File: config.mk
export PLATFORM = sky130hd
export DESIGN_NAME = usrc_top
export DESIGN_NICKNAME = d
export VERILOG_FILES = /design/src/common/usrc_pkg.sv /design/src/hw/usrc_sticky.sv /design/src/hw/usrc_prio.sv /design/src/hw/usrc_top.sv
export SDC_FILE = /design/constraint.sdc
export NUM_CORES = 1
export LEC_CHECK = 0
export BUFFER_PORTS_ARGS = -buffer_cell sky130_fd_sc_hd__buf_2
export CORE_MARGIN = 1.5
export CORE_UTILIZATION = 54
export CTS_CLUSTER_DIAMETER = 80
export DETAILED_ROUTE_END_ITERATION = 6
export PLACE_DENSITY = 0.82
export REMOVE_ABC_BUFFERS = 1
export SETUP_SLACK_MARGIN = 0.05
export SYNTH_ARGS = -nofsm -noshare
export SYNTH_HDL_FRONTEND = slang
export SYNTH_HIERARCHICAL = 1
export SYNTH_SLANG_ARGS = --single-unit
File: constraint.sdc
create_clock -name clk_i -period 2.4 [get_ports clk_i]
set_input_delay 0.12 -clock clk_i [delete_from_list [all_inputs] [get_ports clk_i]]
set_output_delay 0.12 -clock clk_i [all_outputs]
set_load 0.005 [all_outputs]
File: src/common/usrc_pkg.sv
// Package: register offsets, field positions, reset values and interrupt codes for the status block
package usrc_pkg;
	localparam int ADDR_W = 4;
	localparam int DATA_W = 8;

	// Register offsets
	localparam logic [3:0] OFF_ID = 4'h0;
	localparam logic [3:0] OFF_LINE = 4'h1;
	localparam logic [3:0] OFF_MODEM = 4'h2;
	localparam logic [3:0] OFF_TXHOLD = 4'h3;
	localparam logic [3:0] OFF_IRQ_STAT = 4'h4;
	localparam logic [3:0] OFF_IRQ_EN = 4'h5;
	localparam logic [3:0] OFF_IRQ_CLR = 4'h6;
	localparam logic [3:0] OFF_SRC_EN = 4'h7;

	// Line-status field positions
	localparam int LS_RXRDY = 0;
	localparam int LS_OVERRUN = 1;
	localparam int LS_PARITY = 2;
	localparam int LS_FRAMING = 3;
	localparam int LS_BREAK = 4;
	localparam int LS_THEMPTY = 5;
	localparam logic [7:0] LS_ERR_MASK = 8'h1e;

	// Modem-status field positions: deltas low nibble, levels high nibble
	localparam int MS_DCTS = 0;
	localparam int MS_DDSR = 1;
	localparam int MS_TERI = 2;
	localparam int MS_DDCD = 3;
	localparam int MS_CTS = 4;
	localparam int MS_DSR = 5;
	localparam int MS_RI = 6;
	localparam int MS_DCD = 7;
	localparam logic [7:0] MS_DELTA_MASK = 8'h0f;

	// Interrupt identification codes: bit0 high means none pending
	localparam logic [3:0] ID_NONE = 4'h1;
	localparam logic [3:0] ID_LINE = 4'h6;
	localparam logic [3:0] ID_RXDATA = 4'h4;
	localparam logic [3:0] ID_THEMPTY = 4'h2;
	localparam logic [3:0] ID_MODEM = 4'h0;

	// Source-enable bits
	localparam int SE_LINE = 0;
	localparam int SE_RX = 1;
	localparam int SE_TX = 2;
	localparam int SE_MODEM = 3;
	localparam logic [3:0] SRC_EN_RST = 4'h0;

	// Sticky event bits in the block interrupt status
	localparam int EV_ERR = 0;
	localparam int EV_DELTA = 1;
	localparam int EV_THEMPTY = 2;
	localparam int EV_RX = 3;
	localparam int EV_W = 4;
	localparam logic [3:0] IRQ_EN_RST = 4'h0;

	typedef enum logic [2:0] {
		USRC_SRC_NONE,
		USRC_SRC_LINE,
		USRC_SRC_RX,
		USRC_SRC_TX,
		USRC_SRC_MODEM
	} usrc_src_e;

	typedef struct packed {
		logic rx_ready;
		logic overrun;
		logic parity_error;
		logic framing_error;
		logic break_indication;
	} usrc_rx_ev_s;

	typedef struct packed {
		logic dcd;
		logic ri;
		logic dsr;
		logic cts;
	} usrc_modem_s;
endpackage : usrc_pkg

File: src/hw/usrc_sticky.sv
// Module: bank of sticky flags, hardware set wins over a read clear
module usrc_sticky #(
	parameter int W = 4
) (
	input wire logic clk_i,
	input wire logic rst_b_i,
	input wire logic [W-1:0] set_i,
	input wire logic [W-1:0] clr_i,
	output logic [W-1:0] flag_o
);
	logic [W-1:0] next_flag;

	// A set arriving with the clear survives it
	assign next_flag = (flag_o & ~clr_i) | set_i;

	always_ff @(posedge clk_i or negedge rst_b_i) begin
		if (!rst_b_i) begin
			flag_o <= '0;
		end else begin
			flag_o <= next_flag;
		end
	end
endmodule // usrc_sticky

File: src/hw/usrc_prio.sv
// Module: interrupt priority selector for the identification register
module usrc_prio (
	input wire logic line_i,
	input wire logic rx_i,
	input wire logic tx_i,
	input wire logic modem_i,
	output usrc_pkg::usrc_src_e src_o,
	output logic [3:0] code_o
);
	// Line errors, then receive data, then holding empty, then modem change
	assign src_o = line_i ? usrc_pkg::USRC_SRC_LINE :
		rx_i ? usrc_pkg::USRC_SRC_RX :
		tx_i ? usrc_pkg::USRC_SRC_TX :
		modem_i ? usrc_pkg::USRC_SRC_MODEM : usrc_pkg::USRC_SRC_NONE;

	always_comb begin
		case (src_o)
			usrc_pkg::USRC_SRC_LINE: code_o = usrc_pkg::ID_LINE;
			usrc_pkg::USRC_SRC_RX: code_o = usrc_pkg::ID_RXDATA;
			usrc_pkg::USRC_SRC_TX: code_o = usrc_pkg::ID_THEMPTY;
			usrc_pkg::USRC_SRC_MODEM: code_o = usrc_pkg::ID_MODEM;
			default: code_o = usrc_pkg::ID_NONE;
		endcase
	end
endmodule // usrc_prio

File: src/hw/usrc_top.sv
// Module: serial port status, read-clear and interrupt identification logic
module usrc_top #(
	parameter bit HAS_MODEM = 1'b1
) (
	input wire logic clk_i,
	input wire logic rst_b_i,
	input wire logic [usrc_pkg::ADDR_W-1:0] addr_i,
	input wire logic [usrc_pkg::DATA_W-1:0] wdata_i,
	input wire logic wr_i,
	input wire logic rd_i,
	output logic [usrc_pkg::DATA_W-1:0] rdata_o,
	input wire usrc_pkg::usrc_rx_ev_s rx_ev_i,
	input wire logic rx_taken_i,
	input wire logic tx_hold_free_i,
	input wire usrc_pkg::usrc_modem_s modem_i,
	output logic tx_load_o,
	output logic [usrc_pkg::DATA_W-1:0] tx_data_o,
	output logic irq_o
);
	// ------------------------------------------------------------
	// Address decode
	// ------------------------------------------------------------
	function automatic logic hit(input logic [3:0] a, input logic [3:0] off);
		return a == off;
	endfunction

	logic rd_id;
	logic rd_line;
	logic rd_modem;
	logic wr_tx;
	logic wr_irq_en;
	logic wr_irq_clr;
	logic wr_src_en;

	assign rd_id = rd_i && hit(addr_i, usrc_pkg::OFF_ID);
	assign rd_line = rd_i && hit(addr_i, usrc_pkg::OFF_LINE);
	assign rd_modem = rd_i && hit(addr_i, usrc_pkg::OFF_MODEM);
	assign wr_tx = wr_i && hit(addr_i, usrc_pkg::OFF_TXHOLD);
	assign wr_irq_en = wr_i && hit(addr_i, usrc_pkg::OFF_IRQ_EN);
	assign wr_irq_clr = wr_i && hit(addr_i, usrc_pkg::OFF_IRQ_CLR);
	assign wr_src_en = wr_i && hit(addr_i, usrc_pkg::OFF_SRC_EN);

	// ------------------------------------------------------------
	// Control registers
	// ------------------------------------------------------------
	logic [3:0] src_en;
	logic [usrc_pkg::EV_W-1:0] irq_en;
	logic rx_avail;
	logic [usrc_pkg::DATA_W-1:0] rd_word;

	always_ff @(posedge clk_i or negedge rst_b_i) begin
		if (!rst_b_i) begin
			src_en <= usrc_pkg::SRC_EN_RST;
			irq_en <= usrc_pkg::IRQ_EN_RST;
		end else begin
			if (wr_src_en) begin
				src_en <= wdata_i[3:0];
			end
			if (wr_irq_en) begin
				irq_en <= wdata_i[usrc_pkg::EV_W-1:0];
			end
		end
	end

	// Receive data flag: new character wins over the consumer's take
	always_ff @(posedge clk_i or negedge rst_b_i) begin
		if (!rst_b_i) begin
			rx_avail <= 1'b0;
		end else begin
			rx_avail <= rx_ev_i.rx_ready | (rx_avail & ~rx_taken_i);
		end
	end

	// ------------------------------------------------------------
	// Line-status error bits
	// ------------------------------------------------------------
	logic [3:0] err_set;
	logic [3:0] err_clr;
	logic [3:0] err_flags;

	// Errors are only posted together with a received character
	assign err_set = rx_ev_i.rx_ready ? {rx_ev_i.break_indication, rx_ev_i.framing_error,
		rx_ev_i.parity_error, rx_ev_i.overrun} : 4'h0;
	assign err_clr = {4{rd_line}};

	usrc_sticky #(.W(4)) u_err (
		.clk_i(clk_i),
		.rst_b_i(rst_b_i),
		.set_i(err_set),
		.clr_i(err_clr),
		.flag_o(err_flags)
	);

	// ------------------------------------------------------------
	// Modem delta bits
	// ------------------------------------------------------------
	usrc_pkg::usrc_modem_s modem_q;
	logic [3:0] delta_set;
	logic [3:0] delta_clr;
	logic [3:0] delta_flags;

	always_ff @(posedge clk_i or negedge rst_b_i) begin
		if (!rst_b_i) begin
			modem_q <= '0;
		end else begin
			modem_q <= modem_i;
		end
	end

	// Ring indicator flags only its trailing edge
	assign delta_set = HAS_MODEM ? {modem_q.dcd ^ modem_i.dcd, modem_q.ri & ~modem_i.ri,
		modem_q.dsr ^ modem_i.dsr, modem_q.cts ^ modem_i.cts} : 4'h0;
	assign delta_clr = {4{rd_modem}};

	usrc_sticky #(.W(4)) u_delta (
		.clk_i(clk_i),
		.rst_b_i(rst_b_i),
		.set_i(delta_set),
		.clr_i(delta_clr),
		.flag_o(delta_flags)
	);

	// ------------------------------------------------------------
	// Holding-empty pending and priority
	// ------------------------------------------------------------
	logic hold_free_q;
	logic thempty_pend;
	logic thempty_rise;
	logic thempty_id_clr;
	logic next_thempty;
	usrc_pkg::usrc_src_e top_src;
	logic [3:0] id_code;

	always_ff @(posedge clk_i or negedge rst_b_i) begin
		if (!rst_b_i) begin
			hold_free_q <= 1'b1;
		end else begin
			hold_free_q <= tx_hold_free_i;
		end
	end

	assign thempty_rise = tx_hold_free_i & ~hold_free_q;

	usrc_prio u_prio (
		.line_i(src_en[usrc_pkg::SE_LINE] & (|err_flags)),
		.rx_i(src_en[usrc_pkg::SE_RX] & rx_avail),
		.tx_i(src_en[usrc_pkg::SE_TX] & thempty_pend),
		.modem_i(HAS_MODEM & src_en[usrc_pkg::SE_MODEM] & (|delta_flags)),
		.src_o(top_src),
		.code_o(id_code)
	);

	// Ident read clears it only when HAS_MODEM is set and holding-empty is the reported source; otherwise it stays pending
	assign thempty_id_clr = HAS_MODEM && rd_id && top_src == usrc_pkg::USRC_SRC_TX;
	assign next_thempty = thempty_rise | (thempty_pend & ~thempty_id_clr & ~wr_tx);

	always_ff @(posedge clk_i or negedge rst_b_i) begin
		if (!rst_b_i) begin
			thempty_pend <= 1'b0;
		end else begin
			thempty_pend <= next_thempty;
		end
	end

	// ------------------------------------------------------------
	// Block interrupt status, enable and clear
	// ------------------------------------------------------------
	logic [usrc_pkg::EV_W-1:0] ev_set;
	logic [usrc_pkg::EV_W-1:0] ev_status;
	logic [usrc_pkg::EV_W-1:0] ev_clr;

	assign ev_set = {rx_ev_i.rx_ready, thempty_rise, |delta_set, |err_set};
	assign ev_clr = wr_irq_clr ? wdata_i[usrc_pkg::EV_W-1:0] : '0;

	usrc_sticky #(.W(usrc_pkg::EV_W)) u_ev (
		.clk_i(clk_i),
		.rst_b_i(rst_b_i),
		.set_i(ev_set),
		.clr_i(ev_clr),
		.flag_o(ev_status)
	);

	// ------------------------------------------------------------
	// Read data and outputs
	// ------------------------------------------------------------
	logic [usrc_pkg::DATA_W-1:0] line_word;
	logic [usrc_pkg::DATA_W-1:0] modem_word;

	assign line_word = {2'b00, hold_free_q, err_flags, rx_avail};
	// Levels are live and unaffected by the read clear
	assign modem_word = HAS_MODEM ? {modem_q.dcd, modem_q.ri, modem_q.dsr, modem_q.cts,
		delta_flags} : 8'h00;

	// Contents before the clear are captured in the same cycle as the read strobe
	always_comb begin
		case (addr_i)
			usrc_pkg::OFF_ID: rd_word = {4'h0, id_code};
			usrc_pkg::OFF_LINE: rd_word = line_word;
			usrc_pkg::OFF_MODEM: rd_word = modem_word;
			usrc_pkg::OFF_IRQ_STAT: rd_word = {4'h0, ev_status};
			usrc_pkg::OFF_IRQ_EN: rd_word = {4'h0, irq_en};
			usrc_pkg::OFF_SRC_EN: rd_word = {4'h0, src_en};
			default: rd_word = 8'h00;
		endcase
	end

	always_ff @(posedge clk_i or negedge rst_b_i) begin
		if (!rst_b_i) begin
			rdata_o <= 8'h00;
			tx_load_o <= 1'b0;
			tx_data_o <= 8'h00;
			irq_o <= 1'b0;
		end else begin
			rdata_o <= rd_i ? rd_word : 8'h00;
			tx_load_o <= wr_tx;
			tx_data_o <= wr_tx ? wdata_i : tx_data_o;
			irq_o <= |(ev_status & irq_en);
		end
	end
endmodule // usrc_top

======== After elaboration in Yosys (flattened, before gate mapping) ========
Index checks and enable logic that the tools add are counted.
storage, ports and cells
  word-level logic and storage cells ...... 79
  bits in registers ....................... 45
  input bits .............................. 27
operators by class
  equal/unequal tests ..................... 11
  reductions and logical operators ........ 14
  muxes and demuxes ....................... 9
  bitwise gates (word level) .............. 29
operators by type and width
  cell                                           number
  one-hot mux 8 bit (6 select lines)             1
  OR reduction 4 bit                             5
  AND 4 bit                                      4
  == test 4 x 3 -> 1 bit, second input constant  4
  two-way mux 3 bit                              4
  inverter 4 bit                                 3
  bitwise OR 4 bit                               3
  one-hot mux 3 bit (4 select lines)             1
  AND 1 bit                                      9
  == test 4 x 2 -> 1 bit, second input constant  2
  logical AND 1 bit                              8
  two-way mux 4 bit                              2
  two-way mux 8 bit                              1
  == test 3 x 2 -> 1 bit, second input constant  2
  inverter 1 bit                                 5
  == test 4 x 1 -> 1 bit, second input constant  1
  logical NOT 4 bit                              1
  == test 3 x 1 -> 1 bit, second input constant  1
  == test 3 bit, second input constant           1
  bitwise XOR 1 bit                              3
  bitwise OR 1 bit                               2

======== Depth between registers and ports, before layout ========
Gate-level depths: netlist (run 1).
  word-level depth ........................ 12
  mapped depth ............................ 6
  gate-level depth less buffers ........... 6

======== Hierarchy ========
Netlist (run 1), hierarchy kept.
modules (own cells, without submodules)
  module       seq. area each (µm²)  cells each  area an instance (µm²)  instances
  usrc_top     827.0                 140         1665.3                  1
  usrc_sticky  100.1                 12          145.1                   3
  usrc_prio    0.0                   10          66.3                    1

======== Worst setup path before layout (run 1) ========
OpenSTA, ideal clock, no wires.
  path type ............................... register -> register
  start point ............................. register u_delta.flag_o[3]
  end point ............................... register thempty_pend
  cell stages (with the launch flop) ...... 6
  path buffers ............................ 0
  setup slack ............................. 0.617 ns
  setup time .............................. 0.120 ns
  arrival time ............................ 1.663 ns
  required time ........................... 2.280 ns
  cell sequence ........................... dfrtp_1 o41a_1 nor3b_2 nand3b_1 or4_1 a31o_1
on the way
  longest elaborated chain between the ends .. 12
ends and longest elaborated chain
  element                 line               RTL
  start, declared         usrc_sticky.sv:9   output logic [W-1:0] flag_o
  start signal, assigned  usrc_sticky.sv:20  flag_o <= next_flag;
  OR reduction 4 bit      usrc_top.sv:148    .modem_i(HAS_MODEM & src_en[usrc_pkg::SE_MODEM] & (|delta_flags)),
  AND 1 bit               usrc_top.sv:148
  two-way mux 3 bit       usrc_prio.sv:14    modem_i ? usrc_pkg::USRC_SRC_MODEM : usrc_pkg::USRC_SRC_NONE;
  two-way mux 3 bit       usrc_prio.sv:13    tx_i ? usrc_pkg::USRC_SRC_TX :
  two-way mux 3 bit       usrc_prio.sv:12    rx_i ? usrc_pkg::USRC_SRC_RX :
  two-way mux 3 bit       usrc_prio.sv:11    assign src_o = line_i ? usrc_pkg::USRC_SRC_LINE :
  net top_src[2]          usrc_top.sv:131    usrc_pkg::usrc_src_e top_src;
  == test 3 x 2 -> 1 bit  usrc_top.sv:154    assign thempty_id_clr = HAS_MODEM && rd_id && top_src == usrc_pkg::USRC_SRC_TX;
  logical AND 1 bit       usrc_top.sv:154
  inverter 1 bit          usrc_top.sv:155    assign next_thempty = thempty_rise | (thempty_pend & ~thempty_id_clr & ~wr_tx);
  AND 1 bit (2 in a row)  usrc_top.sv:155
  bitwise OR 1 bit        usrc_top.sv:155
  net next_thempty        usrc_top.sv:130    logic next_thempty;
  end signal, assigned    usrc_top.sv:161    thempty_pend <= next_thempty;
  end, declared           usrc_top.sv:127    logic thempty_pend;
The timed path passes the listed nets, and every way through them passes these cells.
A chain may end at the register's enable or synchronous reset.

======== Worst setup path after layout (run 1) ========
Same ends and word-level chain as after synthesis.

==> flow_metrics.tcl, run 1 <==
set metrics [dict create \
    swShare 0.266 \
    hpwl_microns 3170 \
    power.internal_mw 1.24 \
    slowest_stage "o41a_1" \
    crit_end "thempty_pend" \
    port-buffer-count 44 \
    cpPeakStageDelay_ps 430 \
    cp.required_ps 2590 \
    finalSetupViolations 0 \
    multi_input_area_sq_um 915 \
    status "completed" \
    rsz0062_at_grt "no" \
    route.antenna.remaining_nets 0 \
    cp_num_cells 5 \
    insertedDiodeCount 0 \
    max_slew_margin 0.363 \
    synth_top_cell_by_area "dfrtp_1" \
    hold_viol_final 0 \
    area_growth_pct 16.9 \
    place_congestion 0.900 \
    fin_nets 262 \
    yosysUniqueCellTypes 37 \
    drt-total-wl_microns 4420 \
    switchingPower_mw 0.448 \
    grt_pass1_vias 1520 \
    grt_pass1_wl_microns 7120 \
    cp_max_fo 3 \
    start_kind "flip-flop" \
    syn_inst 186 \
    die_h_microns 66.4 \
    finalWorstSetupSlack_ps 510 \
    clock_latency_ps 300 \
    yosys-top-cells-area "dfrtp_1 51%, mux2_2 5.7%, mux2_4 5.5%" \
    regArea_sq_um 1130 \
    first_pass_iters 6 \
    dpl_cell_area_sq_um 2390 \
    tightest_slew_ps 955 \
    grt_antenna_before_repair 0 \
    reg2reg_to "thempty_pend" \
    grt.overflow.total 0 \
    via_count 1569 \
    numCtsBuffers 5 \
    p_total_mw 1.69 \
    cts_root_buffer "clkbuf_8" \
    finalNonFillerCells 284 \
    path_delay_family "simple AND/OR/NAND/NOR gates" \
    synth_top_area_frac 0.508 \
    vias_per_cell 5.52 \
    fin_tns_setup_ps 0 \
    drc 0 \
    hold_ws_ps 49.2 \
    cts_tree "yes" \
    worst-r2r-setup-slack_ps 510 \
    skew_ps 7.32 \
    clockPowerShare 0.264 \
    end_kind "flip-flop" \
    track_usage 0.226 \
    p_per_area_nw_per_um2 666 \
    fmax_mhz 529 \
    ys_async_sr_fraction 1.00 \
    final_layout_size_suffix_gt1_frac 0.331 \
    crit_type "flip-flop to flip-flop" \
    cts.clk_slew.worst_paths_ps 80 \
    core-area_sq_um 3740 \
    cap_viol_max_count 0 \
    rr_startpoint "u_delta/flag_o[3]" \
    ys_ff_latch 45 \
    dp_slack_ps 557 \
    synth_ff_type "dfrtp_1" \
    start_util 0.579 \
    utilization 0.676 \
    synth-edff-count 0 \
    final.min_clock_period_ps 1890 \
    clkSinkCount 45 \
    seqPwrFrac 0.535 \
    cts_setup_buffers 0 \
    wl_per_cell_microns 15.6 \
    initialDrtViolationCount 111 \
    ir_drop_mv 0.332 \
    avgSynthCellArea_sq_um 11.7 \
    crit_start "u_delta/flag_o[3]" \
    fillCellCount 308 \
    synth_seq_area_share 0.520 \
    path_cells "o41a_1 > nor3b_2 > nand3b_1 > or4_1 > a31o_1" \
    maxSlewViolCount 0 \
    grt_max_degree 46 \
    dieArea_sq_um 4400 \
    cp.arrival_ps 2080 \
    ios 45 \
    finalCritPeriodShare 0.787 \
    synth_area_sq_um 2170 \
    ys_warn_count 6 \
    combinationalPowerShare 0.200 \
    fp.dieW_microns 66.4 \
    design_area_sq_um 2530 \
    rows 22 \
    reg2reg_depth 5 \
    clockBufferDepth 2 \
    htree_levels 2 \
    p_leak_nw 1.17 \
    critPathBufInv 0 \
    placed_cells 270 \
    hp-class "input port to flip-flop" \
]
==> per-layer routing <==
layer,routed length (microns),vias to the layer above,global-route usage
met3,340,11,0.0750
met4,94,0,0.0918
met1,1910,756,0.302
met2,2080,61,0.338
met5,0,-,0
li1,-,741,-
==> registers in the layout, summed over array words and instances, names as in the netlist, 4 cells and up <==
name and cells:
rdata_o 8, u_err/flag_o 4, irq_en 4, modem_q 4, u_delta/flag_o 4, tx_data_o 8, u_ev/flag_o 4, src_en 4
==> cell type report <==
class | count | share of cell area
sequential | 45 | 0.445
multi-input combinational | 116 | 0.361
timing repair buffer | 51 | 0.114
clock buffer | 6 | 0.0287
inverter | 16 | 0.0237
tap | 48 | 0.0237
clock inverter | 2 | 0.00395
==> timing repair <==
item	in CTS	in global routing
hold buffers	6	0
gates resized for setup	0	0
hold endpoints to repair	30	0
==> power groups by stage <==
stage	clock network [mW]	registers, mW	logic [mW]
finish	0.446	0.902	0.338
global route	0.501	0.911	0.371
CTS	0.456	0.901	0.339
detailed placement	0	0.914	0.330
global placement	0	0.913	0.319
floorplan	0	0.903	0.199
==> logic make-up (layout without fill, tap and decap cells) <==
kind of cell	after synthesis	count (layout)	share of synthesized area
xor gates and xnor gates	4	4	0.0162
DFF	45	45	0.520
AOI/OAI and AO/OA	33	33	0.115
muxes	22	22	0.126
and+or+nand+nor	56	56	0.163
other	1	1	0.00173
buffers and inverters	25	75	0.0577
==> cell usage in the layout (no fill, tap or decap), types with 2 or more instances in the layout <==
master,synthesis,layout
nand2b_1,2,2
mux2_2,11,11
and3_1,3,3
xor2_1,4,4
dlygate4sd3_1,0,6
a31oi_1,4,4
buf_2,0,44
nor3b_1,4,4
nor3_1,2,2
clkinv_2,0,2
nand3_1,3,3
mux2i_1,3,3
or4_1,5,5
inv_1,16,16
a21o_1,13,13
nor2_1,9,9
nand2_1,2,2
dfrtp_1,44,44
clkbuf_8,0,5
a22oi_1,6,6
nand3b_1,4,4
o21ai_0,3,3
mux2_4,8,8
a211o_1,2,2
o41a_1,2,2
and2_1,12,12
nor2b_1,4,4
a21o_2,2,2
==> cells in the mapped netlist (3+ instances only) <==
master / instances
mux2_4: 8
a21o_1: 13
buf_6: 3
mux2i_1: 3
inv_1: 16
mux2_2: 11
clkbuf_1: 3
a31oi_1: 4
a22oi_1: 6
o21ai_0: 3
nor2_1: 9
nor3b_1: 4
nand3_1: 3
dfrtp_1: 44
xor2_1: 4
or4_1: 5
nor2b_1: 4
and2_1: 12
nand3b_1: 4
and3_1: 3
==> how the worst min path moves through the flow <==
stage,from,endpoint,slack (ps),depth (start not counted)
after global routing,wdata_i[4],tx_data_o[4],40,2
after CTS,wdata_i[6],tx_data_o[6],50,2
final,rx_ev_i[4],u_ev/flag_o[3],50,2
after detailed placement,tx_hold_free_i,hold_free_q,240,1
after global placement,tx_hold_free_i,hold_free_q,240,1
after floorplan,rst_b_i,irq_en[0],-180,0
Note: power is estimated with default switching activity, not from simulation.
==> run 2: changes to the inputs <==
- CORE_UTILIZATION: 54 -> 49
- PLACE_DENSITY: 0.82 -> 0.78
- clock period: 2.4 -> 1.6 ns (I/O delays scaled with it)
==> run 2 against run 1 <==
  * The run now ends with negative setup slack left
  * Maximum frequency up 4.0%
  * Routed wire length up 9.8%
  * Register-to-register slack worse by 730 ps
  * Clock skew down 3.5 ps
  * Flip-flop and latch count unchanged
  * Die area up 9.7%
  * Setup slack worse by 730 ps
  * Power up 65%
  * Core utilization down 4.8 points
  * Hold slack worse by 39 ps
==> flow_metrics.tcl, run 2 (same netlist as run 1, synthesis figures left out) <==
set metrics [dict create \
    use_met1 0.279 \
    cp_max_fo 2 \
    p_total_mw 2.79 \
    dieArea_sq_um 4830 \
    clock_latency_ps 300 \
    final.min_clock_period_ps 1820 \
    dpl_cell_area_sq_um 2520 \
    skew_ps 3.83 \
    fp.dieW_microns 69.5 \
    cpPeakStageDelay_ps 430 \
    layout_common_cells "44 x buf_2, 44 x dfrtp_1, 18 x buf_4" \
    finalWorstSetupSlack_ps -217 \
    grt_busiest_layer "met2" \
    ios 45 \
    hp-class "input port to flip-flop" \
    final_layout_size_suffix_gt1_frac 0.375 \
    port-buffer-count 44 \
    max_slew_margin 0.635 \
    end_kind "flip-flop" \
    cap_viol_max_count 0 \
    rsz0062_at_grt "yes" \
    die_h_microns 69.5 \
    reg.largest.list "rdata_o: 8 flops, tx_data_o: 8 flops" \
    placed_cells 291 \
    design_area_sq_um 2700 \
    numCtsBuffers 5 \
    area_growth_pct 24.5 \
    cts_resized 0 \
    grt.overflow.total 0 \
    htree_levels 2 \
    start_kind "flip-flop" \
    wl_per_cell_microns 15.9 \
    initialDrtViolationCount 140 \
    clockBufferDepth 2 \
    route.antenna.remaining_nets 0 \
    grt_max_degree 24 \
    ir_drop_mv 0.380 \
    first_pass_iters 4 \
    cp.arrival_ps 2010 \
    clkSinkCount 45 \
    crit_type "flip-flop to flip-flop" \
    start_util 0.505 \
    path_cells "o41a_1 > nor3b_2 > nand3b_1 > or4_1 > a31o_1" \
    grt_pass1_vias 1643 \
    fmax_mhz 550 \
    p_per_area_nw_per_um2 1030 \
    grt_antenna_before_repair 0 \
    cp.required_ps 1790 \
    fin_nets 279 \
    hold_viol_final 0 \
    met3_usage 0.0363 \
    violations "negative setup slack" \
    fin_tns_setup_ps -341 \
    tightest_slew_ps 547 \
    cts.clk_slew.worst_paths_ps 80 \
    cts_root_buffer "clkbuf_8" \
    grt_pass1_wl_microns 8000 \
    fillCellCount 357 \
    use_met2 0.354 \
    finalNonFillerCells 305 \
    core-area_sq_um 4290 \
    track_usage 0.212 \
    rows 24 \
    insertedDiodeCount 0 \
    finalSetupViolations 3 \
    place_congestion 0.849 \
    vias_per_cell 5.35 \
    finalCritPeriodShare 1.14 \
    drt-total-wl_microns 4860 \
    utilization 0.628 \
    hpwl_microns 3660 \
    status "complete, but fails checks" \
    maxSlewViolCount 0 \
    cts_tree "yes" \
    slowest_stage "o41a_1" \
    drc 0 \
    via_count 1631 \
    p_leak_nw 1.26 \
]
[run 2: changes by cell type in the layout (fill, tap and decap cells not counted)]
cell and change:
clkinv_2 -2, bufinv_16 +1, clkbuf_8 +1, buf_4 +17
[run 2: worst max-delay path: cells and delay by family (launching register included)]
kind	cells	cell delay, ps
AND/OR/NAND/NOR	3	710
AO/OA/AOI/OAI	2	620
flip-flops	1	380
[run 2: repair_timing]
action,4_1_cts,5_1_grt
endpoints found under the setup margin,4,4
hold buffers,6,0
endpoints found under the hold margin,25,0
pin swaps,5,4
buffers inserted,0,0
[run 2: layout make-up]
class                      instances  area (sq um)  share of cell area
clock buffer                       7          86.3              0.0320
tap                               52          65.1              0.0241
sequential                        45          1130               0.418
clock inverter                     1          30.0              0.0111
timing repair buffer              68           415               0.154
inverter                          16          60.1              0.0223
multi-input combinational        116           915               0.339
[run 2: metal layers]
metal | part of all wire | up-vias
met5 | 0 | -
met4 | 0.018 | 0
met3 | 0.045 | 7
met2 | 0.49 | 50
met1 | 0.45 | 800
li1 | - | 774
[run 2: worst paths after layout]
kind,depth (start not counted),from,slack [ps],end
max in group asynchronous,3,rst_b_i,720,u_delta/flag_o[1]
worst min register to register,1,modem_q[2],490,rdata_o[6]
worst max register to register,5,u_delta/flag_o[0],-220,thempty_pend
min in group asynchronous,2,rst_b_i,300,rdata_o[5]
worst max-delay path,5,u_delta/flag_o[0],-220,thempty_pend
worst min-delay path,2,wdata_i[6],10,tx_data_o[6]
[run 2: power by group]
group / leakage [nW] / switching (mW) / internal, mW
Sequential: 0.517 / 0.0813 / 1.26
Combinational: 0.682 / 0.240 / 0.325
Clock: 0.0585 / 0.369 / 0.509
[run 2: metrics by stage]
| stage | hold WS (ps) | setup WS [ps] |
|---|---|---|
| after CTS | 5.28 | -214 |
| after global routing | 7.69 | -262 |
| after global placement | 76.0 | -200 |
| after floorplan | -216 | -183 |
| after detailed placement | 85.1 | -241 |
| final | 10.6 | -217 |
